`src/logic/cmd_capture_map.svh`:
```
`ifndef CMD_CAPTURE_MAP_SVH
`define CMD_CAPTURE_MAP_SVH

// ----------------------------------------------------------------
// Pin widths
// ----------------------------------------------------------------
`define ADDR_W          13
`define BANK_W          3
`define DQ_W            16
`define BYTE_W          8

// ----------------------------------------------------------------
// Positions of pins in the sampled pin vector
// ----------------------------------------------------------------
`define PIN_W           43
`define PIN_CK          0
`define PIN_CK_N        1
`define PIN_CS_N        2
`define PIN_RAS_N       3
`define PIN_CAS_N       4
`define PIN_WE_N        5
`define PIN_CKE         6
`define PIN_BA_LO       7
`define PIN_ADDR_LO     10
`define PIN_DQ_LO       23
`define PIN_LSTROBE     39
`define PIN_USTROBE     40
`define PIN_LMASK       41
`define PIN_UMASK       42

// ----------------------------------------------------------------
// Timing counts, in link clock periods
// ----------------------------------------------------------------
`define WR_WINDOW_CLKS  4'd8

// ----------------------------------------------------------------
// Buffer depth
// ----------------------------------------------------------------
`define BUF_DEPTH       2

`endif

```
`src/logic/cmd_capture_pkg.sv`:
```
`default_nettype none

package cmd_capture_pkg;

    // One-hot command codes decoded from the strobe lines
    typedef enum logic [7:0] {
        CMD_NOP  = 8'h01,
        CMD_ACT  = 8'h02,
        CMD_RD   = 8'h04,
        CMD_WR   = 8'h08,
        CMD_PRE  = 8'h10,
        CMD_REF  = 8'h20,
        CMD_MRS  = 8'h40,
        CMD_RSVD = 8'h80
    } cmd_code_t;

    // A captured command with its bank and address
    typedef struct packed {
        cmd_code_t   code;
        logic [2:0]  bank;
        logic [12:0] addr;
    } cmd_word_t;

    // One captured write beat; a byte enable low means masked
    typedef struct packed {
        logic [15:0] data;
        logic [1:0]  byte_en;
    } beat_t;

endpackage

`default_nettype wire

```
`src/logic/ddr2_command_input_capture.sv`:
```
// Behaviour
// - Chip select high masks every command
// - Chip select gates the command, not part of its code
// - Decode row, column, write strobes as command
// - Fully masked write beats are not stored
// - Masks sampled on both strobe edges
// - Address and control sampled on rising crossing
// - Read data on both clock crossings
// - Clock enable gates internal clocking
// - Lower strobe/mask bits 0-7, upper 8-15

`default_nettype none

`include "cmd_capture_map.svh"

module ddr2_command_input_capture
    import cmd_capture_pkg::*;
(
    // System clock and reset
    input  wire logic               sys_clk_i,
    input  wire logic               rst_b_i,
    // Differential link clock and clock enable
    input  wire logic               ck_i,
    input  wire logic               ck_n_i,
    input  wire logic               cke_i,
    // Command and address pins
    input  wire logic               cs_n_i,
    input  wire logic               ras_n_i,
    input  wire logic               cas_n_i,
    input  wire logic               we_n_i,
    input  wire logic [2:0]         bank_i,
    input  wire logic [12:0]        addr_i,
    // Data pins, split into input, output and enable
    input  wire logic [15:0]        dq_i,
    output logic      [15:0]        dq_o,
    output logic                    dq_oe_o,
    // Byte strobes and masks
    input  wire logic               lstrobe_i,
    input  wire logic               ustrobe_i,
    output logic                    strobe_o,
    output logic                    strobe_oe_o,
    input  wire logic               lmask_i,
    input  wire logic               umask_i,
    // Captured command stream
    output logic                    cmd_valid_o,
    output cmd_word_t               cmd_o,
    output logic                    clk_active_o,
    // Captured write beats
    output logic                    beat_valid_o,
    input  wire logic               beat_ready_i,
    output beat_t                   beat_o,
    output logic                    beat_room_o,
    // Read words to send
    input  wire logic               rd_valid_i,
    output logic                    rd_ready_o,
    input  wire logic [31:0]        rd_word_i
);

    // ----------------------------------------------------------------
    // Pin synchronisers
    // ----------------------------------------------------------------
    logic [`PIN_W-1:0] pin_raw;     // All pins, gathered
    logic [`PIN_W-1:0] pin_s1_r;    // First stage, read only by second
    logic [`PIN_W-1:0] pin_s2_r;    // Safe copy for all logic
    logic              lstrobe_q_r; // Previous lower strobe level
    logic              ustrobe_q_r; // Previous upper strobe level
    logic              cross_q_r;   // Previous clock phase

    assign pin_raw = {umask_i, lmask_i, ustrobe_i, lstrobe_i, dq_i,
                      addr_i, bank_i, cke_i, we_n_i, cas_n_i, ras_n_i,
                      cs_n_i, ck_n_i, ck_i};

    // Two flops on every pin, since they all come from the link
    always_ff @(posedge sys_clk_i or negedge rst_b_i) begin
        if (!rst_b_i) begin
            pin_s1_r <= '0;
            pin_s2_r <= '0;
        end else begin
            pin_s1_r <= pin_raw;
            pin_s2_r <= pin_s1_r;
        end
    end

    // ----------------------------------------------------------------
    // Crossing detection
    // ----------------------------------------------------------------
    logic cross_hi;   // True clock high and complement low
    logic rise_x;     // Rising crossing seen this cycle
    logic fall_x;     // Falling crossing seen this cycle

    // Both legs must agree, so a glitch on one leg is no crossing
    assign cross_hi = pin_s2_r[`PIN_CK] & ~pin_s2_r[`PIN_CK_N];
    assign rise_x   = cross_hi & ~cross_q_r;
    assign fall_x   = ~pin_s2_r[`PIN_CK] & pin_s2_r[`PIN_CK_N] & cross_q_r;

    // Previous phase and strobe levels for edge finding
    always_ff @(posedge sys_clk_i or negedge rst_b_i) begin
        if (!rst_b_i) begin
            cross_q_r   <= 1'b0;
            lstrobe_q_r <= 1'b0;
            ustrobe_q_r <= 1'b0;
        end else begin
            if (rise_x) begin
                cross_q_r <= 1'b1;
            end else if (fall_x) begin
                cross_q_r <= 1'b0;
            end
            lstrobe_q_r <= pin_s2_r[`PIN_LSTROBE];
            ustrobe_q_r <= pin_s2_r[`PIN_USTROBE];
        end
    end

    // ----------------------------------------------------------------
    // Clock enable
    // ----------------------------------------------------------------
    logic clk_en_r;   // Internal clocking running

    // Registered only on a rising crossing
    always_ff @(posedge sys_clk_i or negedge rst_b_i) begin
        if (!rst_b_i) begin
            clk_en_r <= 1'b0;
        end else if (rise_x) begin
            clk_en_r <= pin_s2_r[`PIN_CKE];
        end
    end

    assign clk_active_o = clk_en_r;

    // ----------------------------------------------------------------
    // Command decode
    // ----------------------------------------------------------------
    cmd_code_t code_nxt;   // Decoded code of the sampled lines
    logic      take_cmd;   // A command is really presented

    // Row, column and write strobes as one three-bit code
    always_comb begin
        case ({pin_s2_r[`PIN_RAS_N], pin_s2_r[`PIN_CAS_N], pin_s2_r[`PIN_WE_N]})
            3'h0:    code_nxt = CMD_MRS;
            3'h1:    code_nxt = CMD_REF;
            3'h2:    code_nxt = CMD_PRE;
            3'h3:    code_nxt = CMD_ACT;
            3'h4:    code_nxt = CMD_WR;
            3'h5:    code_nxt = CMD_RD;
            3'h6:    code_nxt = CMD_RSVD;
            default: code_nxt = CMD_NOP;
        endcase
    end

    // Chip select low qualifies the command, outside the code; high masks it
    assign take_cmd = rise_x & clk_en_r & ~pin_s2_r[`PIN_CS_N];

    // Command word, held until the next one; valid is one pulse
    always_ff @(posedge sys_clk_i or negedge rst_b_i) begin
        if (!rst_b_i) begin
            cmd_valid_o <= 1'b0;
            cmd_o       <= '{code: CMD_NOP, bank: 3'h0, addr: 13'h0};
        end else begin
            cmd_valid_o <= take_cmd;
            if (take_cmd) begin
                cmd_o.code <= code_nxt;
                cmd_o.bank <= pin_s2_r[`PIN_BA_LO +: `BANK_W];
                cmd_o.addr <= pin_s2_r[`PIN_ADDR_LO +: `ADDR_W];
            end
        end
    end

    // ----------------------------------------------------------------
    // Write window
    // ----------------------------------------------------------------
    logic [3:0] wr_win_r;   // Link periods left for write beats

    // Opened by a write, counted down on rising crossings
    always_ff @(posedge sys_clk_i or negedge rst_b_i) begin
        if (!rst_b_i) begin
            wr_win_r <= 4'h0;
        end else if (take_cmd && code_nxt == CMD_WR) begin
            wr_win_r <= `WR_WINDOW_CLKS;
        end else if (rise_x && wr_win_r != 4'h0) begin
            wr_win_r <= wr_win_r - 4'h1;
        end
    end

    // ----------------------------------------------------------------
    // Write beat capture
    // ----------------------------------------------------------------
    logic  l_edge;      // Lower strobe changed level
    logic  u_edge;      // Upper strobe changed level
    logic  beat_push;   // A beat offered to the buffer
    beat_t beat_in;     // The beat itself
    logic  buf_ready;   // Buffer has room

    // Either strobe direction is a beat, which gives double rate
    assign l_edge = pin_s2_r[`PIN_LSTROBE] ^ lstrobe_q_r;
    assign u_edge = pin_s2_r[`PIN_USTROBE] ^ ustrobe_q_r;

    // Each byte lane follows its own strobe and mask
    assign beat_in.data    = pin_s2_r[`PIN_DQ_LO +: `DQ_W];
    assign beat_in.byte_en = {u_edge & ~pin_s2_r[`PIN_UMASK],
                              l_edge & ~pin_s2_r[`PIN_LMASK]};

    // Only inside a write, with clocks on and the bus not driven;
    // a beat with both lanes masked is dropped whole
    assign beat_push = clk_en_r & (wr_win_r != 4'h0) & ~dq_oe_o
                     & (beat_in.byte_en != 2'b00);

    // A beat the buffer cannot take is shown to the user as no room,
    // because the link itself cannot be stalled
    assign beat_room_o = buf_ready;

    pair_buffer u_beat_buf (
        .sys_clk_i   (sys_clk_i),
        .rst_b_i     (rst_b_i),
        .in_valid_i  (beat_push),
        .in_ready_o  (buf_ready),
        .in_beat_i   (beat_in),
        .out_valid_o (beat_valid_o),
        .out_ready_i (beat_ready_i),
        .out_beat_o  (beat_o)
    );

    // ----------------------------------------------------------------
    // Read data drive
    // ----------------------------------------------------------------
    logic [15:0] hi_half_r;   // Second beat waiting for the fall

    // A word is taken only at a rising crossing with clocks on
    assign rd_ready_o = rise_x & clk_en_r;

    // Low half on the rise, high half on the fall, strobe edge-aligned
    always_ff @(posedge sys_clk_i or negedge rst_b_i) begin
        if (!rst_b_i) begin
            dq_o        <= 16'h0;
            dq_oe_o     <= 1'b0;
            hi_half_r   <= 16'h0;
            strobe_o    <= 1'b0;
            strobe_oe_o <= 1'b0;
        end else if (rise_x) begin
            if (rd_valid_i && clk_en_r) begin
                dq_o        <= rd_word_i[15:0];
                hi_half_r   <= rd_word_i[31:16];
                dq_oe_o     <= 1'b1;
                strobe_o    <= 1'b1;
                strobe_oe_o <= 1'b1;
            end else begin
                dq_oe_o     <= 1'b0;
                strobe_o    <= 1'b0;
                strobe_oe_o <= 1'b0;
            end
        end else if (fall_x && dq_oe_o) begin
            dq_o     <= hi_half_r;
            strobe_o <= 1'b0;
        end
    end

endmodule

`default_nettype wire

```
`src/logic/pair_buffer.sv`:
```
`default_nettype none

`include "cmd_capture_map.svh"

module pair_buffer
    import cmd_capture_pkg::*;
(
    // Clock and reset
    input  wire logic  sys_clk_i,
    input  wire logic  rst_b_i,
    // Filling side
    input  wire logic  in_valid_i,
    output logic       in_ready_o,
    input  wire beat_t in_beat_i,
    // Draining side
    output logic       out_valid_o,
    input  wire logic  out_ready_i,
    output beat_t      out_beat_o
);

    // ----------------------------------------------------------------
    // Storage
    // ----------------------------------------------------------------
    beat_t      mem_r [`BUF_DEPTH];  // Two entries
    logic       wr_ptr_r;            // Next slot to fill
    logic       rd_ptr_r;            // Next slot to drain
    logic [1:0] count_r;             // Entries held
    logic       push;                // Accepted write
    logic       pop;                 // Accepted read

    // Honest flags straight from the count
    assign in_ready_o  = (count_r != 2'd2);
    assign out_valid_o = (count_r != 2'd0);
    assign out_beat_o  = mem_r[rd_ptr_r];
    assign push        = in_valid_i & in_ready_o;
    assign pop         = out_valid_o & out_ready_i;

    // Entry write; no reset needed since valid gates every read
    always_ff @(posedge sys_clk_i) begin
        if (push) begin
            mem_r[wr_ptr_r] <= in_beat_i;
        end
    end

    // Pointers and occupancy
    always_ff @(posedge sys_clk_i or negedge rst_b_i) begin
        if (!rst_b_i) begin
            wr_ptr_r <= 1'b0;
            rd_ptr_r <= 1'b0;
            count_r  <= 2'd0;
        end else begin
            if (push) begin
                wr_ptr_r <= ~wr_ptr_r;
            end
            if (pop) begin
                rd_ptr_r <= ~rd_ptr_r;
            end
            if (push && !pop) begin
                count_r <= count_r + 2'd1;
            end else if (pop && !push) begin
                count_r <= count_r - 2'd1;
            end
        end
    end

endmodule

`default_nettype wire

```
`config.mk`:
```
export PLATFORM = sky130hd
export DESIGN_NAME = ddr2_command_input_capture
export DESIGN_NICKNAME = d
export VERILOG_FILES = /design/src/logic/cmd_capture_pkg.sv /design/src/logic/ddr2_command_input_capture.sv /design/src/logic/pair_buffer.sv
export VERILOG_INCLUDE_DIRS = /design/src /design/src/logic
export SDC_FILE = /design/constraint.sdc
export NUM_CORES = 1
export LEC_CHECK = 0
export ABC_CLOCK_PERIOD_IN_PS = 2860
export BUFFER_PORTS_ARGS = -buffer_cell sky130_fd_sc_hd__buf_2
export CAP_MARGIN = 20
export CORE_MARGIN = 3
export CORE_UTILIZATION = 25
export CTS_BUF_LIST = sky130_fd_sc_hd__clkbuf_8 sky130_fd_sc_hd__clkbuf_16
export DETAILED_ROUTE_END_ITERATION = 8
export PLACE_DENSITY = 0.43
export SLEW_MARGIN = 30
export SYNTH_ARGS = -nofsm -noshare
export SYNTH_HDL_FRONTEND = slang
export SYNTH_SLANG_ARGS = --single-unit
```
`constraint.sdc`:
```
create_clock -name sys_clk_i -period 2.86 [get_ports sys_clk_i]
set_input_delay 0 -clock sys_clk_i [delete_from_list [all_inputs] [get_ports sys_clk_i]]
set_output_delay 0 -clock sys_clk_i [all_outputs]
set_load 0.01 [all_outputs]
```
### Word level (Yosys, flattened, before mapping)

Memory sizes are Yosys's and may differ from the RTL's.
Cells that the tools add are included.

| word-level totals | value |
|---|---|
| bits in registers | 157 |
| RAM bits | 36 |
| input port bits | 79 |
| output and inout port bits | 66 |
| memories kept | 1 |

Memory list:

| name | depth | width | rd ports | clocked after Yosys merged registers in | wr ports | line | text |
|---|---|---|---|---|---|---|---|
| u_beat_buf.mem_r | 2 | 18 | 1 | 0 | 1 | pair_buffer.sv:24 | `` beat_t mem_r [`BUF_DEPTH]; `` |

| operators by class | value |
|---|---|
| $add $sub $neg | 3 |
| equality and inequality tests | 9 |
| muxes and demuxes | 15 |
| bitwise gates (word level) | 24 |
| reductions and logical operators | 18 |

Operators with widths:

| kind | number |
|---|---|
| 8-bit case mux with 7 select lines | 1 |
| 16-bit two-way mux | 3 |
| 1-bit bitwise AND | 13 |
| 2-bit nonzero test | 6 |
| 3-bit equality test, second input constant | 3 |
| 1-bit inverter | 9 |
| 8-bit by 4-bit equality test with 1-bit output, second input constant | 1 |
| 4-bit two-way mux | 2 |
| 1-bit two-way mux | 7 |
| 3-bit by 2-bit equality test with 1-bit output, second input constant | 2 |
| 1-bit logical AND | 6 |
| 2-bit two-way mux | 2 |
| 2-bit AND reduction | 2 |
| 4-bit nonzero test | 1 |
| 4-bit by 1-bit subtractor with 4-bit output, second input constant | 1 |
| 3-bit by 1-bit equality test with 1-bit output, second input constant | 1 |
| 3-bit logical NOT | 1 |
| 2-bit by 1-bit adder with 2-bit output, second input constant | 1 |
| 1-bit logical NOT | 2 |
| 2-bit by 1-bit != test with 1-bit output, second input constant | 1 |
| 2-bit != test, second input constant | 1 |
| 2-bit by 1-bit subtractor with 2-bit output, second input constant | 1 |
| 1-bit XOR | 2 |

### Longest topological paths before layout

Gate-level depths: netlist of the first run.

| logic depth | value |
|---|---|
| depth after elaboration | 9 |
| gate-level depth with buffers | 10 |

### By module

From an unflattened synthesis of the first run, not the netlist that was laid out.

| unflattened totals | value |
|---|---|
| cells, all modules | 359 |
| area, all modules | 6640.1 µm² |

By module, submodules not included:

| module | instances | cells an instance | area each (µm²) | seq. area each (µm²) |
|---|---|---|---|---|
| ddr2_command_input_capture | 1 | 285 | 5097.4 | 3829.9 |
| pair_buffer | 1 | 74 | 1542.7 | 1181.1 |

### Worst setup path before layout of the first run

No wires, ideal clock.

| timing path | value |
|---|---|
| kind | flip-flop to flip-flop |
| start | reg wr_win_r[0] |
| end | mem u_beat_buf.mem_r[1][0] (netlist name), enable pin |
| library setup time | 393 ps |
| arrival | 1946 ps |
| data required time | 2467 ps |
| path slack | 521 ps |
| stages on the path, launching flop included | 7 |
| period minus slack after synthesis | 2339 ps |
| path through | dfrtp_1 inv_1 ha_1 or3b_2 and4b_1 o21ai_0 nor2_1 |

| on the way | value |
|---|---|
| cells in the longest elaborated chain, start to end | 7 |

RTL lines:

| element | line | text |
|---|---|---|
| start: declaration | ddr2_command_input_capture.sv:170 | `logic [3:0] wr_win_r;` |
| start signal: assignment | ddr2_command_input_capture.sv:177 | `` wr_win_r <= `WR_WINDOW_CLKS; `` |
| start signal: assignment | ddr2_command_input_capture.sv:179 | `wr_win_r <= wr_win_r - 4'h1;` |
| 4-bit nonzero test | ddr2_command_input_capture.sv:203 | `assign beat_push = clk_en_r & (wr_win_r != 4'h0) & ~dq_oe_o` |
| 1-bit bitwise AND (2 in series) | ddr2_command_input_capture.sv:203 |  |
| 1-bit bitwise AND | ddr2_command_input_capture.sv:204 | `& (beat_in.byte_en != 2'b00);` |
| 1-bit bitwise AND | pair_buffer.sv:35 | `assign push = in_valid_i & in_ready_o;` |
| 1-bit two-way mux | pair_buffer.sv:40 | `if (push) begin` |
| 1-bit two-way mux (not written as such) | pair_buffer.sv:41 | `mem_r[wr_ptr_r] <= in_beat_i;` |
| end: declaration | pair_buffer.sv:24 |  |

Every way passes these cells.

### Final worst setup path of the first run

| timing path | value |
|---|---|
| start | reg wr_win_r[0] |
| end | reg u_beat_buf.count_r[1] |

| on the way | value |
|---|---|
| cells in the longest elaborated chain, start to end | 8 |

RTL lines:

| element | line | text |
|---|---|---|
| 4-bit nonzero test * | ddr2_command_input_capture.sv:203 |  |
| 1-bit bitwise AND * (2 in series) | ddr2_command_input_capture.sv:203 |  |
| 1-bit bitwise AND * | ddr2_command_input_capture.sv:204 |  |
| 1-bit bitwise AND * | pair_buffer.sv:35 |  |
| via u_beat_buf.push | pair_buffer.sv:28 | `logic push;` |
| 1-bit logical NOT | pair_buffer.sv:60 | `end else if (pop && !push) begin` |
| 1-bit logical AND | pair_buffer.sv:60 |  |
| 2-bit nonzero test (no line) | n/a |  |
| end signal: assignment | pair_buffer.sv:59 | `count_r <= count_r + 2'd1;` |
| end signal: assignment | pair_buffer.sv:61 | `count_r <= count_r - 2'd1;` |
| end: declaration | pair_buffer.sv:27 | `logic [1:0] count_r;` |

The timed path passes the listed nets; every way through them passes the cells marked *.
A chain may end at the register's enable or synchronous reset.

==> results.py, run 1 <==
metrics = {
    "status": {
        "status": "finished clean",
    },
    "detailed_routing": {
        "drt-initial-drc-count": 158,
        "drtAntennaViolNets": 0,
        "wire_per_inst_microns": 13.6,
        "vias": 3711,
        "avgViaCountPerCell": 3.87,
        "drt_wl_total_mm": 13.0,
        "drt_pass1_iterations": 4,
        "drc": 0,
    },
    "power_and_ir_drop": {
        "clkPwrFrac": 0.336,
        "p_sw_mw": 2.15,
        "ir_worst_vdd_v": 0.000379,
        "leakagePower_nw": 4.06,
        "p_total_mw": 7.33,
        "p_int_mw": 5.18,
        "p_sw_frac": 0.293,
        "comb_power_share": 0.182,
        "cellPowerDensity_nw_per_um2": 815,
        "seq_power_share": 0.482,
    },
    "placed_design": {
        "portBuffers": 144,
        "post-place-ws_ns": 0.508,
        "dp_hpwl_mm": 8.59,
        "gp_congestion": 0.675,
    },
    "finish": {
        "multi_input_area_sq_um": 1330,
        "fill_cells": 2420,
        "seqCellArea_sq_um": 5010,
        "n_antenna_cell": 0,
        "area_delta_synth_final_pct": 40.0,
        "final_nets": 696,
        "drive_above_1_share": 0.389,
    },
    "critical_path": {
        "critPathCaptureType": "flip-flop",
        "crit_fanout": 4,
        "cp_data_arrival_time_ns": 2.69,
        "startpoint_type": "flip-flop",
        "worstSetupPathType": "flip-flop to flip-flop",
        "worst-r2r-setup-slack_ns": 0.52,
        "required_ns": 3.21,
        "r2r_end": "u_beat_buf.count_r[1]",
        "r2r_start": "wr_win_r[0]",
        "reg2reg_depth": 9,
        "crit_path_start": "wr_win_r[0]",
    },
    "clock_network": {
        "cts_setup_buffers": 0,
        "clock_sinks": 193,
        "cts_tree": "yes",
        "htree_levels": 4,
        "cts_buffers": 17,
        "cts_root_buf": "clkbuf_16",
        "clk_latency_ns": 0.43,
        "cts_hold_buf": 78,
        "ctsResizeCount": 0,
        "cts_max_path_buffers": 2,
        "cts.clk_slew.worst_paths_ns": 0.08,
    },
    "sta": {
        "report.final.slew_viol_count": 0,
        "max_freq_mhz": 427,
        "worst_slack_ns": 0.517,
        "slew_headroom": 0.467,
        "period_share": 0.819,
        "setup_viol": 0,
        "finalCriticalPeriod_ns": 2.34,
        "worstMarginPinSlew_ns": 0.799,
        "setup_tns_ns": 0,
        "hold_violations": 0,
        "grt_setup_unrepaired": "no",
        "skew_ns": 0.0152,
    },
    "yosys": {
        "synth_warnings": 0,
        "synth_seq_area_share": 0.780,
        "synth-xor-area-share": 0.0123,
        "synth_top_cell_area_share": 0.608,
        "synth_nets": 460,
        "synth_area_leader_cell": "dfrtp_1",
        "avgSynthCellArea_sq_um": 16.9,
        "yosys.area_share.simple": 0.0481,
        "syn-instance-count": 379,
        "synth_top_family_by_area": "multiplexers",
        "synth_area_sq_um": 6420,
        "synth.mux.area_fraction": 0.114,
        "async_flop_share": 0.813,
        "synth_compound_area_frac": 0.0247,
        "ys_seq_elements": 193,
        "synth_ff_type": "dfrtp_1",
        "synth_edf_count": 36,
        "synth.area.top_cells": "dfrtp_1, edfxtp_1, mux2_2",
        "synth_cell_types": 36,
        "synthAdderAreaFrac": 0.00546,
    },
    "floorplanning": {
        "die_area_sq_um": 27600,
        "die_w_microns": 166,
        "rows": 58,
        "start_util": 0.255,
        "die_height_microns": 166,
        "core-area_sq_um": 25200,
        "pin_count": 145,
    },
    "global_routing": {
        "antenna_found_initial": 0,
        "grt_use_total": 0.0976,
        "grt_max_degree": 104,
        "grt_pass1_wl_mm": 21.4,
        "gr-total-overflow": 0,
        "grt_pass1_vias": 4066,
    },
    "run": {
        "max_cap_violations": 0,
    },
    "hold_path": {
        "min_path_type": "input port to asynchronous set/reset pin",
    },
}
## cell usage in the layout, fill, tap and decap left out, drive strengths merged
| master | synthesis | layout |
|---|---|---|
| a21o | 1 | 1 |
| a21oi | 1 | 1 |
| a31oi | 1 | 1 |
| and2 | 2 | 2 |
| and4b | 2 | 2 |
| buf | 8 | 151 |
| clkbuf | 4 | 17 |
| clkinv | 0 | 7 |
| dfrtp | 156 | 156 |
| dfstp | 1 | 1 |
| dlygate4sd3 | 0 | 78 |
| edfxtp | 36 | 36 |
| ha | 2 | 2 |
| inv | 7 | 15 |
| maj3 | 1 | 1 |
| mux2 | 51 | 51 |
| mux2i | 16 | 16 |
| nand2 | 36 | 36 |
| nand2b | 2 | 2 |
| nand3 | 1 | 1 |
| nand3b | 3 | 3 |
| nand4b | 1 | 1 |
| nor2 | 8 | 8 |
| nor3 | 1 | 1 |
| nor3b | 1 | 1 |
| nor4b | 1 | 1 |
| o21ai | 20 | 20 |
| o31ai | 3 | 3 |
| o41ai | 2 | 2 |
| or2 | 1 | 1 |
| or3b | 1 | 1 |
| xnor2 | 6 | 6 |
| xor2 | 3 | 3 |
## power by group through the flow
stage / clock network (mW) / registers [mW] / logic (mW)
after floorplan: 0 / 3.59 / 0.675
after global placement: 0 / 3.58 / 1.24
after detailed placement: 0 / 3.60 / 1.28
after CTS: 2.56 / 3.55 / 1.37
after global routing: 2.69 / 3.60 / 1.48
final: 2.46 / 3.54 / 1.33
## layout make-up
type,instances,area share
flip-flops and latches,193,0.558
repair buffers,229,0.175
clock buffers,17,0.0473
multi-input cells,167,0.148
well taps,330,0.0459
clock inverters,15,0.0235
inverters,7,0.00292
## cells by family after synthesis
family,count (synthesis)
xor gates and xnor gates,9
AOI/OAI and AO/OA,28
DFF,193
adders and majority gates,3
buffers and inverters,19
and+or+nand+nor,60
muxes,67
## per-layer routing
| metal | up-vias | part of all wire | global-route usage |
|---|---|---|---|
| met1 | 1846 | 0.43 | 0.118 |
| met5 | - | 0 | 0 |
| li1 | 1780 | - | - |
| met2 | 74 | 0.52 | 0.167 |
| met4 | 0 | 0.018 | 0.0341 |
| met3 | 11 | 0.037 | 0.0286 |
## worst max-delay path: stages, from the launching register on
cell     delay [ns]
dfrtp_1        0.41
inv_1          0.07
ha_1           0.18
or3b_2         0.47
and4b_1        0.19
o21ai_0        0.23
inv_1          0.11
ha_1           0.33
nor2_1         0.13
xor2_1         0.16
## flip-flops by register name, indices dropped and copies added (netlist names)
name	cells
u_beat_buf.mem_r	36
lstrobe_q_r	1
cmd_o	24
u_beat_buf.count_r	2
clk_active_o	1
u_beat_buf.wr_ptr_r	1
cross_q_r	1
dq_o	16
u_beat_buf.rd_ptr_r	1
pin_s1_r	43
wr_win_r	4
ustrobe_q_r	1
strobe_oe_o	1
hi_half_r	16
strobe_o	1
cmd_valid_o	1
pin_s2_r	43
## stage by stage
step	hold slack, ns	utilization	area (sq um)	cells
after CTS	0.176	0.357	8990	958
final	0.164	0.357	8990	958
after global routing	0.186	0.357	8990	958
after detailed placement	0.0975	0.301	7570	848
after floorplan	-0.296	-	6420	379
after global placement	0.0918	0.301	7570	848
## worst max-delay path by stage
stage,endpoint,slack (ns),depth (start not counted)
CTS,u_beat_buf.count_r[1],0.50,9
detailed placement,u_beat_buf.count_r[1],0.51,9
global placement,u_beat_buf.count_r[1],0.61,9
floorplan,u_beat_buf.mem_r[1][0],0.52,6
global route,u_beat_buf.count_r[1],0.34,10
finish,u_beat_buf.count_r[1],0.52,9
## Yosys cell counts (3+ instances only)
library cell and instances:
dfrtp_1 156, mux2_2 51, edfxtp_1 36, nand2_1 35, o21ai_0 20, mux2i_1 16
nor2_1 8, inv_1 7, xnor2_1 6, clkbuf_1 4, buf_2 3, buf_4 3
nand3b_1 3, o31ai_1 3, xor2_1 3
Note: power is estimated with default switching activity, not from simulation.
==> inputs of run 2 (changes only) <==
--- a/config.mk
+++ b/config.mk
@@ -6,7 +6,7 @@
 export SDC_FILE = /design/constraint.sdc
 export NUM_CORES = 1
 export LEC_CHECK = 0
-export ABC_CLOCK_PERIOD_IN_PS = 2860
+export ABC_CLOCK_PERIOD_IN_PS = 2400
 export BUFFER_PORTS_ARGS = -buffer_cell sky130_fd_sc_hd__buf_2
 export CAP_MARGIN = 20
 export CORE_MARGIN = 3
==> constraint.sdc (replaced) <==
create_clock -name sys_clk_i -period 2.4 [get_ports sys_clk_i]
set_input_delay 0 -clock sys_clk_i [delete_from_list [all_inputs] [get_ports sys_clk_i]]
set_output_delay 0 -clock sys_clk_i [all_outputs]
set_load 0.01 [all_outputs]
==> results.py, run 2 (synthesis results as in run 1) <==
metrics = {
    "status": {
        "status": "finished clean",
    },
    "clock_network": {
        "cts_buffers": 17,
        "clk_latency_ns": 0.43,
        "cts.clk_slew.worst_paths_ns": 0.07,
        "clock_sinks": 193,
        "cts_root_buf": "clkbuf_16",
        "cts_tree": "yes",
        "htree_levels": 4,
        "cts_max_path_buffers": 2,
    },
    "finish": {
        "drive_above_1_share": 0.393,
        "area_delta_synth_final_pct": 39.5,
        "final_nets": 702,
        "final_cell_mix": "dfrtp_1, buf_2, dlygate4sd3_1, mux2_2, edfxtp_1",
        "final_common_cell": "dfrtp_1",
        "n_antenna_cell": 0,
        "reg.largest.list": "pin_s1_r (43), pin_s2_r (43), u_beat_buf.mem_r (36)",
    },
    "critical_path": {
        "critPathCaptureType": "flip-flop",
        "cp_top_family": "simple AND/OR/NAND/NOR gates",
        "cp_data_arrival_time_ns": 2.54,
        "worstSetupPathType": "flip-flop to flip-flop",
        "startpoint_type": "flip-flop",
        "crit_fanout": 4,
        "crit_buf_inv": 2,
        "required_ns": 2.75,
        "cpMaxStageDelayCell": "or3b_2",
        "path_cells": "inv_1 > ha_2 > or3b_2 > and4b_2 > o21ai_4 > inv_1 > ha_1 > xor2_1 > nor2_1 > xor2_1",
        "cpPeakStageDelay_ns": 0.46,
    },
    "detailed_routing": {
        "drt_wl_total_mm": 13.4,
        "wire_per_inst_microns": 13.9,
        "drtAntennaViolNets": 0,
        "drt-initial-drc-count": 121,
        "drt_pass1_iterations": 4,
        "vias": 3827,
        "avgViaCountPerCell": 3.97,
        "drc": 0,
    },
    "sta": {
        "grt_setup_unrepaired": "no",
        "skew_ns": 0.0138,
        "setup_viol": 0,
        "slew_headroom": 0.473,
        "report.final.slew_viol_count": 0,
        "max_freq_mhz": 455,
        "setup_tns_ns": 0,
        "worstMarginPinSlew_ns": 0.791,
        "hold_violations": 0,
        "finalCriticalPeriod_ns": 2.20,
        "worst_slack_ns": 0.204,
        "period_share": 0.915,
    },
    "floorplanning": {
        "pin_count": 145,
        "die_height_microns": 166,
        "start_util": 0.255,
        "die_w_microns": 166,
        "rows": 58,
        "die_area_sq_um": 27600,
        "core-area_sq_um": 25200,
    },
    "hold_path": {
        "min_path_type": "input port to asynchronous set/reset pin",
    },
    "global_routing": {
        "grt_pass1_wl_mm": 21.8,
        "grt_pass1_vias": 4256,
        "gr-total-overflow": 0,
        "grt_use_total": 0.0994,
        "antenna_found_initial": 0,
        "grt_max_degree": 64,
    },
    "power_and_ir_drop": {
        "ir_worst_vdd_v": 0.000402,
        "leakagePower_nw": 4.06,
        "seq_power_share": 0.497,
        "cellPowerDensity_nw_per_um2": 947,
        "p_int_mw": 6.09,
        "comb_power_share": 0.194,
        "clkPwrFrac": 0.309,
        "p_sw_mw": 2.38,
        "p_total_mw": 8.48,
        "p_sw_frac": 0.281,
    },
    "placed_design": {
        "gp_congestion": 0.687,
        "post-place-ws_ns": -0.137,
        "dp_hpwl_mm": 8.89,
        "portBuffers": 144,
    },
    "run": {
        "max_cap_violations": 0,
    },
}
run 2: changes by cell type in the layout (fill, tap and decap cells not counted), moves of 2 or more:
cell / change
clkinvlp_4: +2
clkinv_8: -6
inv_12: -4
inv_1: +3
nor2_4: +2
inv_4: +2
nor2_2: -2
buf_4: +6
run 2: metrics by stage:
stage | hold slack (ns) | cell area, sq um | instances | util
floorplan | -0.296 | 6420 | 379 | -
global placement | 0.0325 | 7590 | 851 | 0.302
detailed placement | 0.0465 | 7590 | 851 | 0.302
CTS | 0.147 | 8910 | 961 | 0.354
global route | 0.188 | 8960 | 964 | 0.356
finish | 0.139 | 8960 | 964 | 0.356
run 2: layout make-up:
class | instances | area [sq um]
clock buffers | 17 | 425
clock inverters | 15 | 111
fillers | 2442 | 16200
inverters | 7 | 26.3
multi-input cells | 167 | 1350
flip-flops and latches | 193 | 5010
well taps | 330 | 413
repair buffers | 235 | 1620
run 2: power by group through the flow:
stage                     registers [mW]  clock network, mW  logic, mW
after global placement              4.27                  0       1.51
after detailed placement            4.29                  0       1.54
final                               4.21               2.62       1.64
after floorplan                     4.28                  0      0.804
after CTS                           4.23               2.75       1.65
after global routing                4.29               2.88       1.83
run 2: repair_timing:
item,4_1_cts,5_1_grt
hold endpoints to repair,137,0
gates resized for setup,0,5
endpoints found under the setup margin,36,38
pin swaps,0,2
buffers inserted,0,3
hold buffers,78,0
run 2: worst reg2reg max path, stage by stage (launching register included):
cell and delay [ns]:
dfrtp_1 0.40, inv_1 0.07, ha_2 0.18, or3b_2 0.46
and4b_2 0.26, o21ai_4 0.09, inv_1 0.07, ha_1 0.19
xor2_1 0.14, nor2_1 0.14, xor2_1 0.15
run 2: path summary, 6_finish.rpt:
check,startpoint,to,slack (ns),depth (start not counted)
worst max-delay path,wr_win_r[0],u_beat_buf.count_r[1],0.20,10
worst min-delay path,rst_b_i,pin_s1_r[37],0.14,2
worst max register to register,wr_win_r[0],u_beat_buf.count_r[1],0.20,10
worst min register to register,pin_s1_r[1],pin_s2_r[1],0.34,0
max in group asynchronous,rst_b_i,cmd_o[19],1.49,3
min in group sys_clk_i,cas_n_i,pin_s1_r[4],0.21,2
run 2: per-layer routing:
layer | part of all wire | up-vias | wire length (microns) | track usage
li1 | - | 1791 | - | -
met1 | 0.40 | 1927 | 5400 | 0.112
met2 | 0.53 | 83 | 7170 | 0.178
met3 | 0.034 | 26 | 463 | 0.0252
met4 | 0.030 | 0 | 398 | 0.0441
met5 | 0 | - | 0 | 0
==> inputs of run 3 (changes only) <==
--- a/config.mk
+++ b/config.mk
@@ -6,6 +6,7 @@
 export SDC_FILE = /design/constraint.sdc
 export NUM_CORES = 1
 export LEC_CHECK = 0
+export ABC_AREA = 1
 export ABC_CLOCK_PERIOD_IN_PS = 2400
 export BUFFER_PORTS_ARGS = -buffer_cell sky130_fd_sc_hd__buf_2
 export CAP_MARGIN = 20
==> results.py, run 3 <==
metrics = {
    "status": {
        "status": "finished clean",
    },
    "placed_design": {
        "portBuffers": 144,
        "post-place-ws_ns": 0.521,
        "dpl_cell_area_sq_um": 7810,
        "gp_congestion": 0.759,
        "dp_hpwl_mm": 10.1,
        "place_inst": 1058,
    },
    "yosys": {
        "synth.area.top_cells": "dfrtp_1, edfxtp_1, nand2_1",
        "synth_edf_count": 36,
        "synth_cell_types": 26,
        "ys_seq_elements": 193,
        "synth_area_leader_cell": "dfrtp_1",
        "avgSynthCellArea_sq_um": 11.4,
        "yosysMostFrequentCell": "nand2_1",
        "synth_seq_area_share": 0.751,
        "synth_area_sq_um": 6680,
        "synth_ff_type": "dfrtp_1",
        "syn-instance-count": 586,
        "synth_top_cell_area_share": 0.585,
        "yosys-top-cells-count": "nand2_1, dfrtp_1, nand3_1, edfxtp_1, inv_1",
        "async_flop_share": 0.813,
        "synth_warnings": 0,
        "synth_nets": 667,
    },
    "finish": {
        "final_cells": 1167,
        "final_area_sq_um": 9180,
        "reg.largest.list": "pin_s1_r (43), pin_s2_r (43), u_beat_buf.mem_r (36)",
        "final_cell_mix": "nand2_1, dfrtp_1, buf_2, dlygate4sd3_1, nand3_1",
        "fin_util": 0.351,
        "final_common_cell": "nand2_1",
        "drive_above_1_share": 0.240,
        "final_nets": 900,
        "area_delta_synth_final_pct": 37.5,
        "fill_cells": 2673,
        "n_antenna_cell": 0,
    },
    "floorplanning": {
        "die_w_microns": 169,
        "die_height_microns": 169,
        "rows": 59,
        "pin_count": 145,
        "start_util": 0.255,
        "die_area_sq_um": 28700,
        "core-area_sq_um": 26100,
    },
    "global_routing": {
        "grt_max_degree": 52,
        "antenna_found_initial": 0,
        "grt_pass1_wl_mm": 25.0,
        "grt_pass1_vias": 4725,
        "gr-total-overflow": 0,
        "grt_use_total": 0.112,
    },
    "sta": {
        "grt_setup_unrepaired": "no",
        "period_share": 0.791,
        "whs_ns": 0.0850,
        "setup_tns_ns": 0,
        "worstMarginPinSlew_ns": 0.505,
        "report.final.slew_viol_count": 0,
        "max_freq_mhz": 527,
        "hold_violations": 0,
        "slew_headroom": 0.663,
        "finalCriticalPeriod_ns": 1.90,
        "setup_viol": 0,
        "skew_ns": 0.0150,
        "worst_slack_ns": 0.501,
    },
    "detailed_routing": {
        "drt_pass1_iterations": 6,
        "avgViaCountPerCell": 3.99,
        "wire_per_inst_microns": 13.5,
        "drt_wl_total_mm": 15.8,
        "drtAntennaViolNets": 0,
        "drt-initial-drc-count": 262,
        "vias": 4657,
        "drc": 0,
    },
    "critical_path": {
        "crit_buf_inv": 2,
        "critPathCaptureType": "flip-flop",
        "cpMaxStageDelayCell": "dfrtp_1",
        "path_cells": "inv_1 > ha_1 > nand2_1 > nor2_1 > nor2_1 > nand2_1 > inv_1 > ha_1 > nor2_1 > nand2_1 > xor2_1",
        "required_ns": 2.71,
        "crit_fanout": 4,
        "startpoint_type": "flip-flop",
        "worstSetupPathType": "flip-flop to flip-flop",
        "cp_top_family": "simple AND/OR/NAND/NOR gates",
        "cp_data_arrival_time_ns": 2.21,
        "cpPeakStageDelay_ns": 0.38,
    },
    "power_and_ir_drop": {
        "ir_worst_vdd_v": 0.000445,
        "leakagePower_nw": 4.58,
        "cellPowerDensity_nw_per_um2": 990,
        "p_total_mw": 9.09,
    },
    "clock_network": {
        "clock_sinks": 193,
        "cts_buffers": 17,
        "cts_root_buf": "clkbuf_16",
        "cts.clk_slew.worst_paths_ns": 0.08,
        "cts_tree": "yes",
        "cts_max_path_buffers": 2,
        "htree_levels": 4,
        "clk_latency_ns": 0.43,
    },
    "hold_path": {
        "min_path_type": "input port to asynchronous set/reset pin",
    },
    "run": {
        "max_cap_violations": 0,
    },
}
run 3: cell count changes after synthesis, moves of 3 or more:
cell      previous run  this run
xnor2_1              6         1
inv_1                7        26
buf_2                3        11
o31ai_1              3         0
o21ai_0             20         1
nand2_1             35       260
inv_2                0         3
clkbuf_1             4         1
mux2i_1             16         0
nand3_1              1        49
o21ai_1              0         7
nor2_1               8        11
mux2_2              51         0
run 3: power by group:
| group | internal (mW) | switching [mW] |
|---|---|---|
| sequential | 3.92 | 0.312 |
| combinational | 0.821 | 1.19 |
| clock | 1.48 | 1.36 |
run 3: path summary, 6_finish.rpt:
check / start / end / slack, ns / depth (start not counted)
max reg2reg: wr_win_r[0] / u_beat_buf.count_r[1] / 0.50 / 11
min reg2reg: pin_s1_r[37] / pin_s2_r[37] / 0.35 / 0
min in group sys_clk_i: rd_valid_i / hi_half_r[8] / 0.20 / 6
max: wr_win_r[0] / u_beat_buf.count_r[1] / 0.50 / 11
min: rst_b_i / dq_o[3] / 0.08 / 2
max in group asynchronous: rst_b_i / cmd_o[1] / 1.56 / 3
run 3: per-layer routing:
layer,GRT usage,wire [microns],vias up
met5,0,0,-
li1,-,-,2311
met3,0.0284,783,15
met4,0.0409,216,0
met1,0.155,7670,2209
met2,0.172,7100,122
run 3: repair_timing:
action                    in CTS  in global routing
setup buffers                  0                  0
hold endpoints to repair     159                  0
resized for setup              0                  0
hold buffers                  77                  0
run 3: worst register-to-register path, stage by stage, from the launching register on:
cell and delay [ns]:
dfrtp_1 0.38, inv_1 0.11, ha_1 0.21, nand2_1 0.08, nor2_1 0.15, nor2_1 0.08, nand2_1 0.12, inv_1 0.06
ha_1 0.30, nor2_1 0.12, nand2_1 0.07, xor2_1 0.14
run 3: kinds of logic (layout without fill, tap and decap cells):
group / count (synthesis) / count (layout) / share of synthesized area
AO/OA/AOI/OAI: 9 / 9 / 0.00674
XOR/XNOR: 3 / 3 / 0.00394
adder cells (fa/ha/maj): 2 / 2 / 0.00375
buffers and inverters: 50 / 296 / 0.0352
flip-flops: 193 / 193 / 0.751
AND/OR/NAND/NOR: 329 / 329 / 0.200
run 3: cell type report:
cell class / instances / area [sq um] / area share
Tap cell: 335 / 419 / 0.0457
Timing Repair Buffer: 234 / 1610 / 0.175
Clock buffer: 17 / 425 / 0.0463
Multi-Input combinational cell: 343 / 1430 / 0.156
Inverter: 30 / 113 / 0.0123
Sequential cell: 193 / 5010 / 0.546
Clock inverter: 15 / 173 / 0.0188
